## src/rtl/ofs_regs.svh

```systemverilog
// Register offsets, field positions and reset values of the scheduling thresholds block
`ifndef OFS_REGS_SVH
`define OFS_REGS_SVH

`define OFS_ADDR_W            8
`define OFS_PS_OFF            8'h40
`define OFS_LSTH_OFF          8'h44
`define OFS_RHA_OFF           8'h48

`define OFS_REM_W             14
`define OFS_PS_MSB            13
`define OFS_PS_LSB            0
`define OFS_PS_RST            14'h0000
`define OFS_LSTH_MSB          11
`define OFS_LSTH_LSB          0
`define OFS_LSTH_RST          12'h628

`define OFS_PGT_MSB           31
`define OFS_PGT_LSB           24
`define OFS_PGT_RST           8'hFF
`define OFS_RHA_RSV_MSB       23
`define OFS_RHA_RSV_LSB       13
`define OFS_NOOC_BIT          12
`define OFS_NOOC_RST          1'b0
`define OFS_OCMODE_BIT        11
`define OFS_DEVTYPE_BIT       10
`define OFS_DEVTYPE_VAL       1'b0
`define OFS_NOPSW_BIT         9
`define OFS_NOPSW_RST         1'b0
`define OFS_PSWMODE_BIT       8
`define OFS_PSWMODE_RST       1'b1
// Overcurrent mode comes out of reset mirroring the power switching mode
`define OFS_OCMODE_RST        `OFS_PSWMODE_RST

`define OFS_ZERO_WORD         32'h0000_0000
`define OFS_ZERO_REM          14'h0000

`endif

```

## src/rtl/ofs_pkg.sv

```systemverilog
// Types shared by the scheduling thresholds block
package ofs_pkg;

  typedef enum logic [1:0] {
    OFS_NONPERIODIC = 2'b00,
    OFS_DRAIN       = 2'b01,
    OFS_PERIODIC    = 2'b10
  } ofs_sched_t;

endpackage

```

## src/rtl/ofs_ge_cmp.sv

```systemverilog
// Unsigned greater-or-equal comparator used for both frame thresholds
`timescale 1ns/1ps

module ofs_ge_cmp #(
  parameter int W = 14
) (
  // Operands
  input  wire logic [W-1:0] a,
  input  wire logic [W-1:0] b,
  // Result
  output wire logic         a_ge_b
);

  // Purely combinational so the decision uses the count of this very cycle
  assign a_ge_b = (a >= b);

endmodule

```

## src/rtl/ofs_sched.sv

```systemverilog
// Periodic start, low-speed threshold and root hub descriptor A registers with frame scheduling
`timescale 1ns/1ps

`include "ofs_regs.svh"

// Contract
// - Periodic start field clears on reset
// - Periodic lists win once start point reached
// - Finish current control/bulk before interrupt list
// - Threshold gates committing low-speed packets
// - Start low-speed only if remaining >= threshold
// - Threshold register at 44h, resets 628h
// - Hardware never alters the threshold
// - Periodic start register decoded at 40h
// - Descriptor A at 48h, timing byte FFh
// - Descriptor A mode bits reset values
// - Reset values reflect built hub capability
// - Power switching mode decoding
// - Overcurrent reporting mode decoding
// - Device type bit reads zero
module ofs_sched #(
  parameter int              REM_W       = `OFS_REM_W,
  parameter logic [7:0]      PGT_RST     = `OFS_PGT_RST,
  parameter logic            NOOC_RST    = `OFS_NOOC_RST,
  parameter logic            NOPSW_RST   = `OFS_NOPSW_RST,
  parameter logic            PSWMODE_RST = `OFS_PSWMODE_RST,
  parameter logic            OCMODE_RST  = `OFS_OCMODE_RST
) (
  // Clock and reset
  input  wire logic            clk,
  input  wire logic            reset_n,
  // Register access, offsets from the base address
  input  wire logic            reg_wr,
  input  wire logic            reg_rd,
  input  wire logic [7:0]      reg_addr,
  input  wire logic [31:0]     reg_wdata,
  output logic      [31:0]     reg_rdata,
  output logic                 reg_rvalid,
  // Frame timer
  input  wire logic            frame_start,
  input  wire logic [REM_W-1:0] frame_remaining_count,
  // List processing
  input  wire logic            nonperiodic_busy,
  output wire logic            nonperiodic_grant,
  output wire logic            periodic_priority,
  output wire logic            periodic_grant,
  output wire logic            ls_start_ok,
  // Root hub power and overcurrent modes
  output wire logic            ports_always_powered,
  output wire logic            per_port_power,
  output wire logic            overcurrent_reporting,
  output wire logic            per_port_overcurrent
);

  logic [13:0]        periodic_start;
  logic [11:0]        low_speed_threshold_field;
  logic [7:0]         power_on_to_good_time;
  logic               no_overcurrent_protection;
  logic               overcurrent_report_mode;
  logic               no_power_switching;
  logic               power_switching_mode;
  ofs_pkg::ofs_sched_t state;
  ofs_pkg::ofs_sched_t next_state;

  // Address decode
  wire        sel_ps   = (reg_addr == `OFS_PS_OFF);
  wire        sel_lsth = (reg_addr == `OFS_LSTH_OFF);
  wire        sel_rha  = (reg_addr == `OFS_RHA_OFF);
  wire        wr_ps    = reg_wr && sel_ps;
  wire        wr_lsth  = reg_wr && sel_lsth;
  wire        wr_rha   = reg_wr && sel_rha;

  // Read views; reserved bits and the port count field read as zero
  wire [31:0] view_ps   = {18'h00000, periodic_start};
  wire [31:0] view_lsth = {20'h00000, low_speed_threshold_field};
  wire [31:0] view_rha  = {power_on_to_good_time, 11'h000, no_overcurrent_protection,
                           overcurrent_report_mode, `OFS_DEVTYPE_VAL, no_power_switching,
                           power_switching_mode, 8'h00};
  wire [31:0] next_rdata = sel_ps   ? view_ps   :
                           sel_lsth ? view_lsth :
                           sel_rha  ? view_rha  : `OFS_ZERO_WORD;

  // Register file; writes of reserved bits are dropped
  always_ff @(posedge clk or negedge reset_n) begin
    if (!reset_n) begin
      periodic_start <= `OFS_PS_RST;
    end else if (wr_ps) begin
      periodic_start <= reg_wdata[`OFS_PS_MSB:`OFS_PS_LSB];
    end
  end

  // Only a software write changes the threshold
  always_ff @(posedge clk or negedge reset_n) begin
    if (!reset_n) begin
      low_speed_threshold_field <= `OFS_LSTH_RST;
    end else if (wr_lsth) begin
      low_speed_threshold_field <= reg_wdata[`OFS_LSTH_MSB:`OFS_LSTH_LSB];
    end
  end

  // Reset values are parameters so a build can state its real capability
  always_ff @(posedge clk or negedge reset_n) begin
    if (!reset_n) begin
      power_on_to_good_time     <= PGT_RST;
      no_overcurrent_protection <= NOOC_RST;
      overcurrent_report_mode   <= OCMODE_RST;
      no_power_switching        <= NOPSW_RST;
      power_switching_mode      <= PSWMODE_RST;
    end else if (wr_rha) begin
      power_on_to_good_time     <= reg_wdata[`OFS_PGT_MSB:`OFS_PGT_LSB];
      no_overcurrent_protection <= reg_wdata[`OFS_NOOC_BIT];
      overcurrent_report_mode   <= reg_wdata[`OFS_OCMODE_BIT];
      no_power_switching        <= reg_wdata[`OFS_NOPSW_BIT];
      power_switching_mode      <= reg_wdata[`OFS_PSWMODE_BIT];
    end
  end

  always_ff @(posedge clk or negedge reset_n) begin
    if (!reset_n) begin
      reg_rdata  <= `OFS_ZERO_WORD;
      reg_rvalid <= 1'b0;
    end else begin
      reg_rvalid <= reg_rd;
      if (reg_rd) begin
        reg_rdata <= next_rdata;
      end
    end
  end

  // Mode decoding
  assign ports_always_powered  = no_power_switching;
  assign per_port_power        = !no_power_switching && power_switching_mode;
  assign overcurrent_reporting = !no_overcurrent_protection;
  assign per_port_overcurrent  = !no_overcurrent_protection && overcurrent_report_mode;

  // Threshold comparisons on the live down-counter
  wire ps_reached;
  wire ls_fits;

  ofs_ge_cmp #(.W(REM_W)) u_ps_cmp (
    .a      (REM_W'(periodic_start)),
    .b      (frame_remaining_count),
    .a_ge_b (ps_reached)
  );

  ofs_ge_cmp #(.W(REM_W)) u_ls_cmp (
    .a      (frame_remaining_count),
    .b      (REM_W'(low_speed_threshold_field)),
    .a_ge_b (ls_fits)
  );

  // Low-speed packets may only be committed while they still fit the frame
  assign ls_start_ok = ls_fits;

  // Scheduler; reaching the start point wins over a frame start in the same cycle
  always_comb begin
    next_state = state;
    unique case (state)
      ofs_pkg::OFS_NONPERIODIC: begin
        if (ps_reached) begin
          next_state = nonperiodic_busy ? ofs_pkg::OFS_DRAIN : ofs_pkg::OFS_PERIODIC;
        end
      end
      ofs_pkg::OFS_DRAIN: begin
        if (!nonperiodic_busy) begin
          next_state = ofs_pkg::OFS_PERIODIC;
        end
      end
      ofs_pkg::OFS_PERIODIC: begin
        next_state = ofs_pkg::OFS_PERIODIC;
      end
      default: begin
        next_state = ofs_pkg::OFS_NONPERIODIC;
      end
    endcase
    if (frame_start && !ps_reached) begin
      next_state = ofs_pkg::OFS_NONPERIODIC;
    end
  end

  always_ff @(posedge clk or negedge reset_n) begin
    if (!reset_n) begin
      state <= ofs_pkg::OFS_NONPERIODIC;
    end else begin
      state <= next_state;
    end
  end

  // No new control or bulk work once the start point has been seen
  assign nonperiodic_grant = (state == ofs_pkg::OFS_NONPERIODIC) && !ps_reached;
  assign periodic_priority = (state != ofs_pkg::OFS_NONPERIODIC);
  assign periodic_grant    = (state == ofs_pkg::OFS_PERIODIC);

  // Checks
  property p_ps_reset;
    @(posedge clk) disable iff (!reset_n)
    $rose(reset_n) |-> (periodic_start == `OFS_PS_RST);
  endproperty
  a_ps_reset: assert property (p_ps_reset) else $error("periodic start not cleared by reset");

  property p_reach_go;
    @(posedge clk) disable iff (!reset_n)
    (state == ofs_pkg::OFS_NONPERIODIC && frame_remaining_count <= REM_W'(periodic_start) && !nonperiodic_busy)
      |=> (periodic_grant ##1 periodic_priority);
  endproperty
  a_reach_go: assert property (p_reach_go) else $error("periodic lists not prioritised at start point");

  property p_drain;
    @(posedge clk) disable iff (!reset_n)
    (state == ofs_pkg::OFS_DRAIN && nonperiodic_busy) |=> !periodic_grant && periodic_priority;
  endproperty
  a_drain: assert property (p_drain) else $error("interrupt list began during busy transaction");

  property p_grant_after_idle;
    @(posedge clk) disable iff (!reset_n)
    $rose(periodic_grant) |-> !$past(nonperiodic_busy) || $past(state == ofs_pkg::OFS_NONPERIODIC);
  endproperty
  a_grant_after_idle: assert property (p_grant_after_idle) else $error("grant while transaction busy");

  property p_ls_gate;
    @(posedge clk) disable iff (!reset_n)
    ls_start_ok |-> (frame_remaining_count >= REM_W'(low_speed_threshold_field));
  endproperty
  a_ls_gate: assert property (p_ls_gate) else $error("low-speed start below threshold");

  property p_lsth_reset;
    @(posedge clk) disable iff (!reset_n)
    $rose(reset_n) |-> (low_speed_threshold_field == `OFS_LSTH_RST);
  endproperty
  a_lsth_reset: assert property (p_lsth_reset) else $error("threshold reset value wrong");

  property p_lsth_stable;
    @(posedge clk) disable iff (!reset_n)
    !wr_lsth |=> $stable(low_speed_threshold_field);
  endproperty
  a_lsth_stable: assert property (p_lsth_stable) else $error("threshold changed without write");

  property p_ps_write;
    @(posedge clk) disable iff (!reset_n)
    (reg_wr && reg_addr == `OFS_PS_OFF) ##1 (reg_rd && reg_addr == `OFS_PS_OFF) ##1 1'b1
      |-> reg_rvalid && reg_rdata == {18'h00000, $past(reg_wdata[`OFS_PS_MSB:`OFS_PS_LSB], 2)};
  endproperty
  a_ps_write: assert property (p_ps_write) else $error("periodic start readback wrong");

  property p_rha_read;
    @(posedge clk) disable iff (!reset_n)
    (reg_rd && sel_rha) |=> reg_rvalid && reg_rdata[`OFS_RHA_RSV_MSB:`OFS_RHA_RSV_LSB] == 11'h000
      && reg_rdata[`OFS_DEVTYPE_BIT] == `OFS_DEVTYPE_VAL;
  endproperty
  a_rha_read: assert property (p_rha_read) else $error("descriptor reserved or type bit nonzero");

  property p_rha_reset;
    @(posedge clk) disable iff (!reset_n)
    $rose(reset_n) |-> power_on_to_good_time == PGT_RST && overcurrent_report_mode == power_switching_mode;
  endproperty
  a_rha_reset: assert property (p_rha_reset) else $error("descriptor reset values wrong");

  property p_power_mode;
    @(posedge clk) disable iff (!reset_n)
    per_port_power |-> !ports_always_powered && power_switching_mode;
  endproperty
  a_power_mode: assert property (p_power_mode) else $error("power mode decode wrong");

  c_drain: cover property (@(posedge clk) disable iff (!reset_n)
    state == ofs_pkg::OFS_DRAIN ##[1:20] periodic_grant);
  c_direct: cover property (@(posedge clk) disable iff (!reset_n)
    $rose(periodic_grant) && $past(state == ofs_pkg::OFS_NONPERIODIC));
  c_ls_refuse: cover property (@(posedge clk) disable iff (!reset_n) $fell(ls_start_ok));
  c_new_frame: cover property (@(posedge clk) disable iff (!reset_n)
    periodic_grant ##1 (state == ofs_pkg::OFS_NONPERIODIC));

endmodule

```

## config.mk

```make
export PLATFORM = sky130hd
export DESIGN_NAME = ofs_sched
export DESIGN_NICKNAME = d
export VERILOG_FILES = /design/src/rtl/ofs_pkg.sv /design/src/rtl/ofs_ge_cmp.sv /design/src/rtl/ofs_sched.sv
export VERILOG_INCLUDE_DIRS = /design/src /design/src/rtl
export SDC_FILE = /design/constraint.sdc
export NUM_CORES = 1
export LEC_CHECK = 0
export BUFFER_PORTS_ARGS = -buffer_cell sky130_fd_sc_hd__buf_4
export CAP_MARGIN = 5
export CELL_PAD_IN_SITES_DETAIL_PLACEMENT = 2
export CELL_PAD_IN_SITES_GLOBAL_PLACEMENT = 2
export CORE_MARGIN = 2
export CORE_UTILIZATION = 36
export CTS_BUF_LIST = sky130_fd_sc_hd__clkbuf_4
export CTS_CLUSTER_DIAMETER = 60
export DETAILED_ROUTE_END_ITERATION = 10
export PLACE_DENSITY_LB_ADDON = 0.1
export SLEW_MARGIN = 20
export SYNTH_ARGS = -nofsm -noshare
export SYNTH_HDL_FRONTEND = slang
export SYNTH_SLANG_ARGS = --single-unit
```

## constraint.sdc

```tcl
create_clock -name clk -period 4.95 [get_ports clk]
set_input_delay 0.495 -clock clk [delete_from_list [all_inputs] [get_ports clk]]
set_output_delay 0.495 -clock clk [all_outputs]
set_load 0.01 [all_outputs]
```

-- After elaboration in Yosys (flattened, before gate mapping)
Cells that the tools add are included.
W data, S select, Z words.
- eq/ne operators: 7
- div/mod/pow operators: 0
- add/subtract/negate cells: 0
- shift operators: 0
- $lt $le $gt $ge: 2
- bitwise operators: 0
- mux-type cells: 8
- reduce and logical (&&, ||, !) cells: 13
- multiply operators: 0
- operator list (cell ; number):
    $mux W32 ; 3
    $eq A8 B7 Y1 const B ; 3
    $ge A14 B12 Y1 ; 1
    $ge A14 B14 Y1 ; 1
    $mux W2 ; 4
    $logic_and A1 B1 Y1 ; 7
    $ne A3 B3 Y1 const B ; 2
    $pmux W2 S3 ; 1
    $logic_not A1 Y1 ; 3
    $eq A2 B1 Y1 const B ; 1
    $eq A2 B2 Y1 const B ; 1
    $logic_not A2 Y1 ; 1
    $reduce_and A2 Y1 ; 1
    $reduce_bool A2 Y1 ; 1
- memory bits (read-only): 0
- memories kept: 0
- word-level logic and storage cells: 40
- latch bits: 0
- bits in writable memories: 0
- output and inout port bits: 41
- bits of input ports: 60
- register bits: 73

-- Longest topological paths before layout
Gate-level depths: netlist of run 1.
- depth after elaboration: 5
- mapped depth: 8
- gate-level depth less buffers: 8

-- By module
From an unflattened synthesis of run 1, not the netlist that was laid out.
- cells, all modules: 331
- area, all modules: 3593.4 um^2
- by module, submodules not included (module ; area an instance (um^2) ; times used ; cells an instance ; seq. area each (um^2)):
    ofs_sched ; 2902.8 ; 1 ; 235 ; 1594.0
    ofs_ge_cmp ; 345.3 ; 2 ; 48 ; 0.0

-- Least setup slack after synthesis of run 1
Ideal clock, no wire load.
- path kind: input to output
- start: input frame_remaining_count[0]
- end: output ls_start_ok
- required time: 4.455 ns
- path slack: 2.788 ns
- arrival time: 1.667 ns
- stages: 8
- buffers on the path: 0
- path through: inv_1 -> ha_1 -> nand2b_1 -> a21o_1 -> a21o_1 -> a21o_1 -> a21oi_1 -> o21ai_0
- longest elaborated chain between the ends: 1
- ends and longest elaborated chain (what ; RTL line ; source):
    start, declared ; ofs_sched.sv:41 ; input wire logic [REM_W-1:0] frame_remaining_count,
    $ge A14 B12 Y1 ; ofs_ge_cmp.sv:15 ; assign a_ge_b = (a >= b);
    end, declared ; ofs_sched.sv:47 ; output wire logic ls_start_ok,
Every way passes these cells.

-- Worst setup path after layout of run 1
- start: register periodic_start[0]
- end: output nonperiodic_grant
- longest elaborated chain between the ends: 3
- ends and longest elaborated chain (what ; RTL line ; source):
    start, declared ; ofs_sched.sv:55 ; logic [13:0] periodic_start;
    start signal, assigned ; ofs_sched.sv:86 ; periodic_start <= `OFS_PS_RST;
    start signal, assigned ; ofs_sched.sv:88 ; periodic_start <= reg_wdata[`OFS_PS_MSB:`OFS_PS_LSB];
    $ge A14 B14 Y1 ; ofs_ge_cmp.sv:15 ;
    $logic_not A1 Y1 ; ofs_sched.sv:190 ; assign nonperiodic_grant = (state == ofs_pkg::OFS_NONPERIODIC) && !ps_reached;
    $logic_and A1 B1 Y1 ; ofs_sched.sv:190 ;
    end, declared ; ofs_sched.sv:44 ; output wire logic nonperiodic_grant,
Every way passes these cells.

==> metrics.md, run 1 <==
| Metric | Value |
|---|---|
| Dpl cells | 517 |
| Slew HR | 0.467 |
| Setup bufs post-CTS | 0 |
| Num CTS Buffers | 9 |
| Most common cell after layout, fill and taps aside | buf_4 |
| Ys Warns | 0 |
| Top area cells in the synthesized netlist | dfrtp_1 36%, ha_1 11%, dfstp_2 11% |
| Post-DRT Antenna Nets | 0 |
| Clock Tree Buf Depth | 2 |
| Crit-path cells | inv_1 -> ha_1 -> nand2b_1 -> a211oi_1 -> a2bb2oi_1 -> o21ai_1 -> nor2_1 -> buf_4 |
| Combinational power share | 0.174 |
| Synth Area per Inst | 10.8 um2 |
| Setup Skew | 0.0161 ns |
| Mapped Area | between 3000 and 4000 um2 |
| Cts hold-fix bufs | 0 |
| Share of cells above drive strength 1 | 0.329 |
| Area grow syn2layout | 24.0% |
| Max cap viols | 0 |
| Hold Vio Cnt, Final | 0 |
| Switching share of power | 0.288 |
| Slowest CP cell | dfrtp_1 |
| Die Width | a little over 100 um |
| Worst min path class | input pin to asynchronous set/reset pin |
| Psw | around 0.32 mW |
| Yosys top cell by area | dfrtp_1 |
| Die Y | roughly 100 um |
| Hold slack | between 0.15 and 0.2 ns |
| Final min period | between 2 and 3 ns |
| VDD IR max | roughly 140 uV |
| Die area | 10,300 um2 |
| Status | complete, no violations |
| Async SR Flop Fraction | 1.00 |
| Final cycle utilization of the critical path | 0.546 |
| Synth Flop Type | dfrtp_1 |
| Final GP Congestion | between 0.8 and 0.9 |
| CP endpoint kind | primary output |
| R2r setup slk | 2.95 ns |
| Total Wirelength | 8.68 mm |
| Flops & latches, synth | 63 |
| Yosys cell types | 39 |
| Clock transition at path regs | ~0.12 ns |
| Row count | 35 |
| Resize count post-CTS | 0 |
| CTS tree | built |
| Final setup violation count | 0 |
| Initial antenna violation count | 0 |
| GRT Total Usage | 0.181 |
| IO Pins | ~100 |
| Global route total overflow | 0 |
| Seq pwr share | 0.505 |
| Clock Power Share | 0.321 |
| Final nets | just under 500 |
| Max incr delay on CP | about 0.39 ns |
| Slew of the pin with the lowest slew margin | approximately 0.8 ns |
| Starting density of the core | 0.372 |
| Max H-tree Level | 3 |
| Pre-antenna DRT Iters | 4 |
| Post-detail-place hpwl | between 6 and 7 mm |
| Non-Filler Instances | around 530 |
| Vias in the first global route | 2,753 |
| Clock latency on the worst-skew pair | 0.40 ns |
| Post-synth EDFFs | 0 |
| Crit Reg-Reg Startpoint | periodic_start[0]$_DFFE_PN0P_ |
| Seq/Total Area, Yosys | 0.464 |
| Number of diodes | 0 |
| R2R Path End | state[0]$_DFFE_PN0P_ |
| Share of the synthesized area in the top cell type | 0.357 |
| Global-route wire length before repair | about 14 mm |
| R2r worst-path depth | 8 |
| Iter 0 DRT Violations | 33 |
| CP Data Arrival Time | about 2.2 ns |
| Crit-path max FO | 5 |
| Power Density | 262 nW/um2 |
| Setup TNS | 0 ns |
| CP Class | flip-flop to primary output |
| # clock sinks | 63 |
| Via density | between 4 and 5 |
| Place WS | between 2 and 2.5 ns |
| Leakage Power | approximately 2.1 nW |
| Setup WS post-layout | roughly 2.2 ns |
| Maximum clock frequency | ~370 MHz |
| Final core occ | 0.461 |
| Worst Path Required | 4.45 ns |
| Largest net degree at the start of global routing | 64 |
| Post-route DRC | 0 |
| Clock Root Buffer | clkbuf_4 |
| Filler Cell Count | 1,001 |
| Post-DR wirelength/cell | 16.3 um |
| Most frequent cells in the layout | 82 x buf_4, 49 x dfrtp_1, 45 x inv_1 |
| I/O Buffers | 80 |
| RSZ-0062 raised after global routing | no |
| Detailed-route via count | about 2.6k |
| P_int | about 0.8 mW |
| Mapped Cells | roughly 320 |
| Critical Path Source Type | flip-flop |
| Core area | roughly 9200 um2 |
| Final number of max-transition violations | 0 |
cells by family (layout without fill, tap and decap cells):
kind of cell             count (synthesis)  after routing  share of synthesized area
multiplexers                            42             42                      0.147
AND/OR/NAND/NOR                         52             52                     0.0780
buffers and inverters                   66            143                     0.0863
flip-flops                              63             63                      0.464
other                                    1             10                    0.00109
AO/OA/AOI/OAI                           64             64                      0.114
adder cells (fa/ha/maj)                 30             30                      0.109
final cells by class:
class | instances | area (um2) | share of cell area
Inverter | 45 | 169 | 0.0397
Clock inverter | 7 | 72.6 | 0.0170
Clock buffer | 9 | 67.6 | 0.0159
Tap cell | 129 | 161 | 0.0379
Multi-Input combinational cell | 198 | 1580 | 0.371
Sequential cell | 63 | 1590 | 0.374
Timing Repair Buffer | 82 | 616 | 0.145
per-layer routing:
metal	GRT usage	share of wire
met1	0.236	0.44
met2	0.311	0.52
met3	0.0262	0.037
met4	0.0530	0.0094
met5	0	0
cells in the mapped netlist, drive strengths merged, types with 2 or more instances:
library cell and n:
a21o 5, a211oi 2, a21oi 24, nand2b 2, nor4 2, nor2b 4, o21ai 14, dfrtp 49
inv 45, mux2 38, o22ai 3, a22oi 10, nand3 10, buf 15, nor2 18, ha 30
clkbuf 6, dfstp 14, nand2 12, mux2i 4
power groups by stage:
stage	registers, mW	clock network (mW)	logic (mW)
floorplan	0.570	0	0.104
global placement	0.572	0	0.190
detailed placement	0.574	0	0.199
CTS	0.565	0.376	0.200
global route	0.569	0.402	0.222
finish	0.564	0.359	0.195
sequential cells by signal, summed over array words and instances, names as in the netlist:
signal,count
power_on_to_good_time,8
low_speed_threshold_field,12
ports_always_powered,1
power_switching_mode,1
periodic_start,14
overcurrent_report_mode,1
no_overcurrent_protection,1
reg_rdata,22
reg_rvalid,1
state,2
metrics by stage:
step / power (mW) / area [um2]
2_1_floorplan: 0.674 / 3470
3_3_place_gp: 0.762 / 4120
6_report: 1.12 / 4260
5_1_grt: 1.19 / 4260
3_5_place_dp: 0.773 / 4120
4_1_cts: 1.14 / 4260
worst max-delay path by stage:
stage | startpoint | endpoint | slack (ns) | cells past startpoint
after CTS | periodic_start[0]$_DFFE_PN0P_ | nonperiodic_grant | 2.18 | 8
after detailed placement | reg_addr[1] | periodic_start[7]$_DFFE_PN0P_ | 2.26 | 7
after floorplan | frame_remaining_count[0] | ls_start_ok | 2.79 | 8
final | periodic_start[0]$_DFFE_PN0P_ | nonperiodic_grant | 2.24 | 8
after global placement | reg_addr[1] | periodic_start[5]$_DFFE_PN0P_ | 2.36 | 7
after global routing | low_speed_threshold_field[9]$_DFFE_PN1P_ | ls_start_ok | 2.03 | 7
worst max-delay path: cells and delay by family (launching register included):
kind                       cells  cell delay (ns)
and+or+nand+nor                2             0.29
DFF                            1             0.39
AOI/OAI and AO/OA              3             0.70
buffers and inverters          2             0.18
adders and majority gates      1             0.25
Power figures use the tool's default switching activity.
==> inputs of run 2 (changes only) <==
Settings changed: CORE_UTILIZATION 36 to 30.
Clock period 4.95 ns to 2.4 ns, I/O delays scaled along.
==> metrics.md, run 2 (synthesis gave the netlist of run 1 again) <==
| Metric | Value |
|---|---|
| Setup TNS | 0 ns |
| Final number of max-transition violations | 0 |
| Setup WS post-layout | roughly 0.068 ns |
| # clock sinks | 63 |
| Num CTS Buffers | 9 |
| Post-DR wirelength/cell | about 16 um |
| Biggest regs | reg_rdata x22, periodic_start x14, low_speed_threshold_field x12 |
| Clock Tree Buf Depth | 2 |
| Final GP Congestion | roughly 0.71 |
| Total Wirelength | around 9.1 mm |
| Final min period | around 2.3 ns |
| Maximum clock frequency | roughly 430 MHz |
| Most common cell after layout, fill and taps aside | buf_4 |
| Row count | 39 |
| Slew HR | 0.440 |
| Max incr delay on CP | 0.40 ns |
| Largest net degree at the start of global routing | 64 |
| Buf/Inv on CP | 1 |
| Vias in the first global route | between 2k and 3k |
| Top reg by flops | reg_rdata |
| Post-route DRC | 0 |
| Status | complete, no violations |
| Clock Root Buffer | clkbuf_4 |
| Starting density of the core | 0.305 |
| Initial antenna violation count | 0 |
| Filler Cell Count | ~1.2k |
| CP Data Arrival Time | roughly 2.1 ns |
| Global-route wire length before repair | roughly 15 mm |
| Global route total overflow | 0 |
| Power Density | about 540 nW/um2 |
| Crit-path cells | ha_1 -> nand2b_4 -> a21o_1 -> a21o_1 -> a21o_1 -> a21oi_2 -> o21ai_1 -> buf_4 |
| Pre-antenna DRT Iters | 4 |
| Die Width | between 100 and 150 um |
| Area grow syn2layout | 29.8% |
| Top delay family on crit path | compound AO/OA/AOI/OAI gates |
| Via density | approximately 4.7 |
| Hold Vio Cnt, Final | 0 |
| Clock latency on the worst-skew pair | 0.41 ns |
| Max reg flops | 22 |
| Share of cells above drive strength 1 | 0.368 |
| Max cap viols | 0 |
| Crit-path max FO | 2 |
| Worst min path class | input pin to flip-flop |
| Place WS | about 0.30 ns |
| Die area | roughly 12,000 um2 |
| Clock transition at path regs | approximately 0.12 ns |
| CP Class | flip-flop to primary output |
| Final cycle utilization of the critical path | 0.972 |
| Final setup violation count | 0 |
| GRT Total Usage | 0.157 |
| I/O Buffers | 80 |
| Leakage Power | 2.23 nW |
| RSZ-0062 raised after global routing | yes |
| Most frequent cells in the layout | 92 x buf_4, 49 x dfrtp_1, 45 x inv_1 |
| IO Pins | around 100 |
| Critical Path Source Type | flip-flop |
| Post-detail-place hpwl | 6.71 mm |
| Die Y | 111 um |
| Worst Path Required | approximately 2.2 ns |
| Core area | 11,300 um2 |
| Max H-tree Level | 3 |
| Slowest CP cell | dfrtp_1 |
| Post-DRT Antenna Nets | 0 |
| CTS tree | built |
| Slew of the pin with the lowest slew margin | about 0.84 ns |
| Setup Skew | around 0.012 ns |
| Worst path most repeated cell | a21o_1 |
| Final nets | 501 |
| Number of diodes | 0 |
| Detailed-route via count | ~2.6k |
| VDD IR max | around 230 uV |
| Iter 0 DRT Violations | 37 |
| CP endpoint kind | primary output |
run 2: routing by layer:
| layer | global-route usage | share of wire | vias up |
|---|---|---|---|
| li1 | - | - | 1257 |
| met1 | 0.188 | 0.43 | 1314 |
| met2 | 0.278 | 0.52 | 54 |
| met3 | 0.0394 | 0.041 | 8 |
| met4 | 0.0450 | 0.011 | 0 |
| met5 | 0 | 0 | - |
run 2: power by group:
part           internal [mW]  switching (mW)
Clock                  0.416           0.417
Sequential              1.12          0.0419
Combinational          0.219           0.211
run 2: path summary, 6_finish.rpt:
check                                                          from                                       end  slack (ns)  cells past startpoint
max                        low_speed_threshold_field[0]$_DFFE_PN0P_                               ls_start_ok        0.07                      8
min                                                    reg_wdata[5]             periodic_start[5]$_DFFE_PN0P_        0.04                      2
max reg2reg                           periodic_start[0]$_DFFE_PN0P_                      state[1]$_DFFE_PN0P_        0.49                      9
min reg2reg                    power_on_to_good_time[1]$_DFFE_PN1P_                 reg_rdata[25]$_DFFE_PN0P_        0.53                      2
max in group asynchronous                                   reset_n                  reg_rdata[1]$_DFFE_PN0P_        1.39                      2
min in group asynchronous                                   reset_n  low_speed_threshold_field[7]$_DFFE_PN0P_        0.45                      2
run 2: layout make-up:
class                           instances  area [um2]  area share
Tap cell                              143         179      0.0401
Clock buffer                            9        67.6      0.0152
Clock inverter                          7        87.6      0.0196
Multi-Input combinational cell        198        1650       0.370
Sequential cell                        63        1590       0.357
Timing Repair Buffer                   94         711       0.159
Inverter                               45         169      0.0379
run 2: worst reg2reg max path: cells and delay by family, from the launching register on:
| family | cells | cell delay, ns |
|---|---|---|
| AO/OA/AOI/OAI | 5 | 0.89 |
| flip-flops | 1 | 0.37 |
| adder cells (fa/ha/maj) | 1 | 0.26 |
| buffers and inverters | 2 | 0.20 |
| AND/OR/NAND/NOR | 1 | 0.14 |
run 2: stage by stage:
stage	instances	instance area (um2)	total power [mW]	hold WS (ns)	utilization
finish	559	4460	2.43	0.0423	0.396
global route	559	4460	2.58	-0.00208	0.396
CTS	554	4380	2.47	0.00608	0.389
detailed placement	534	4160	1.60	0.413	0.369
global placement	534	4160	1.58	0.408	0.369
floorplan	327	3470	1.39	-0.0556	-
run 2: timing repair:
action	in CTS	in global routing
pin swaps	3	4
hold buffers	2	0
setup endpoints to repair	2	2
cloned	0	0
setup buffers	2	5
endpoints found under the hold margin	50	0
gates resized for setup	7	7
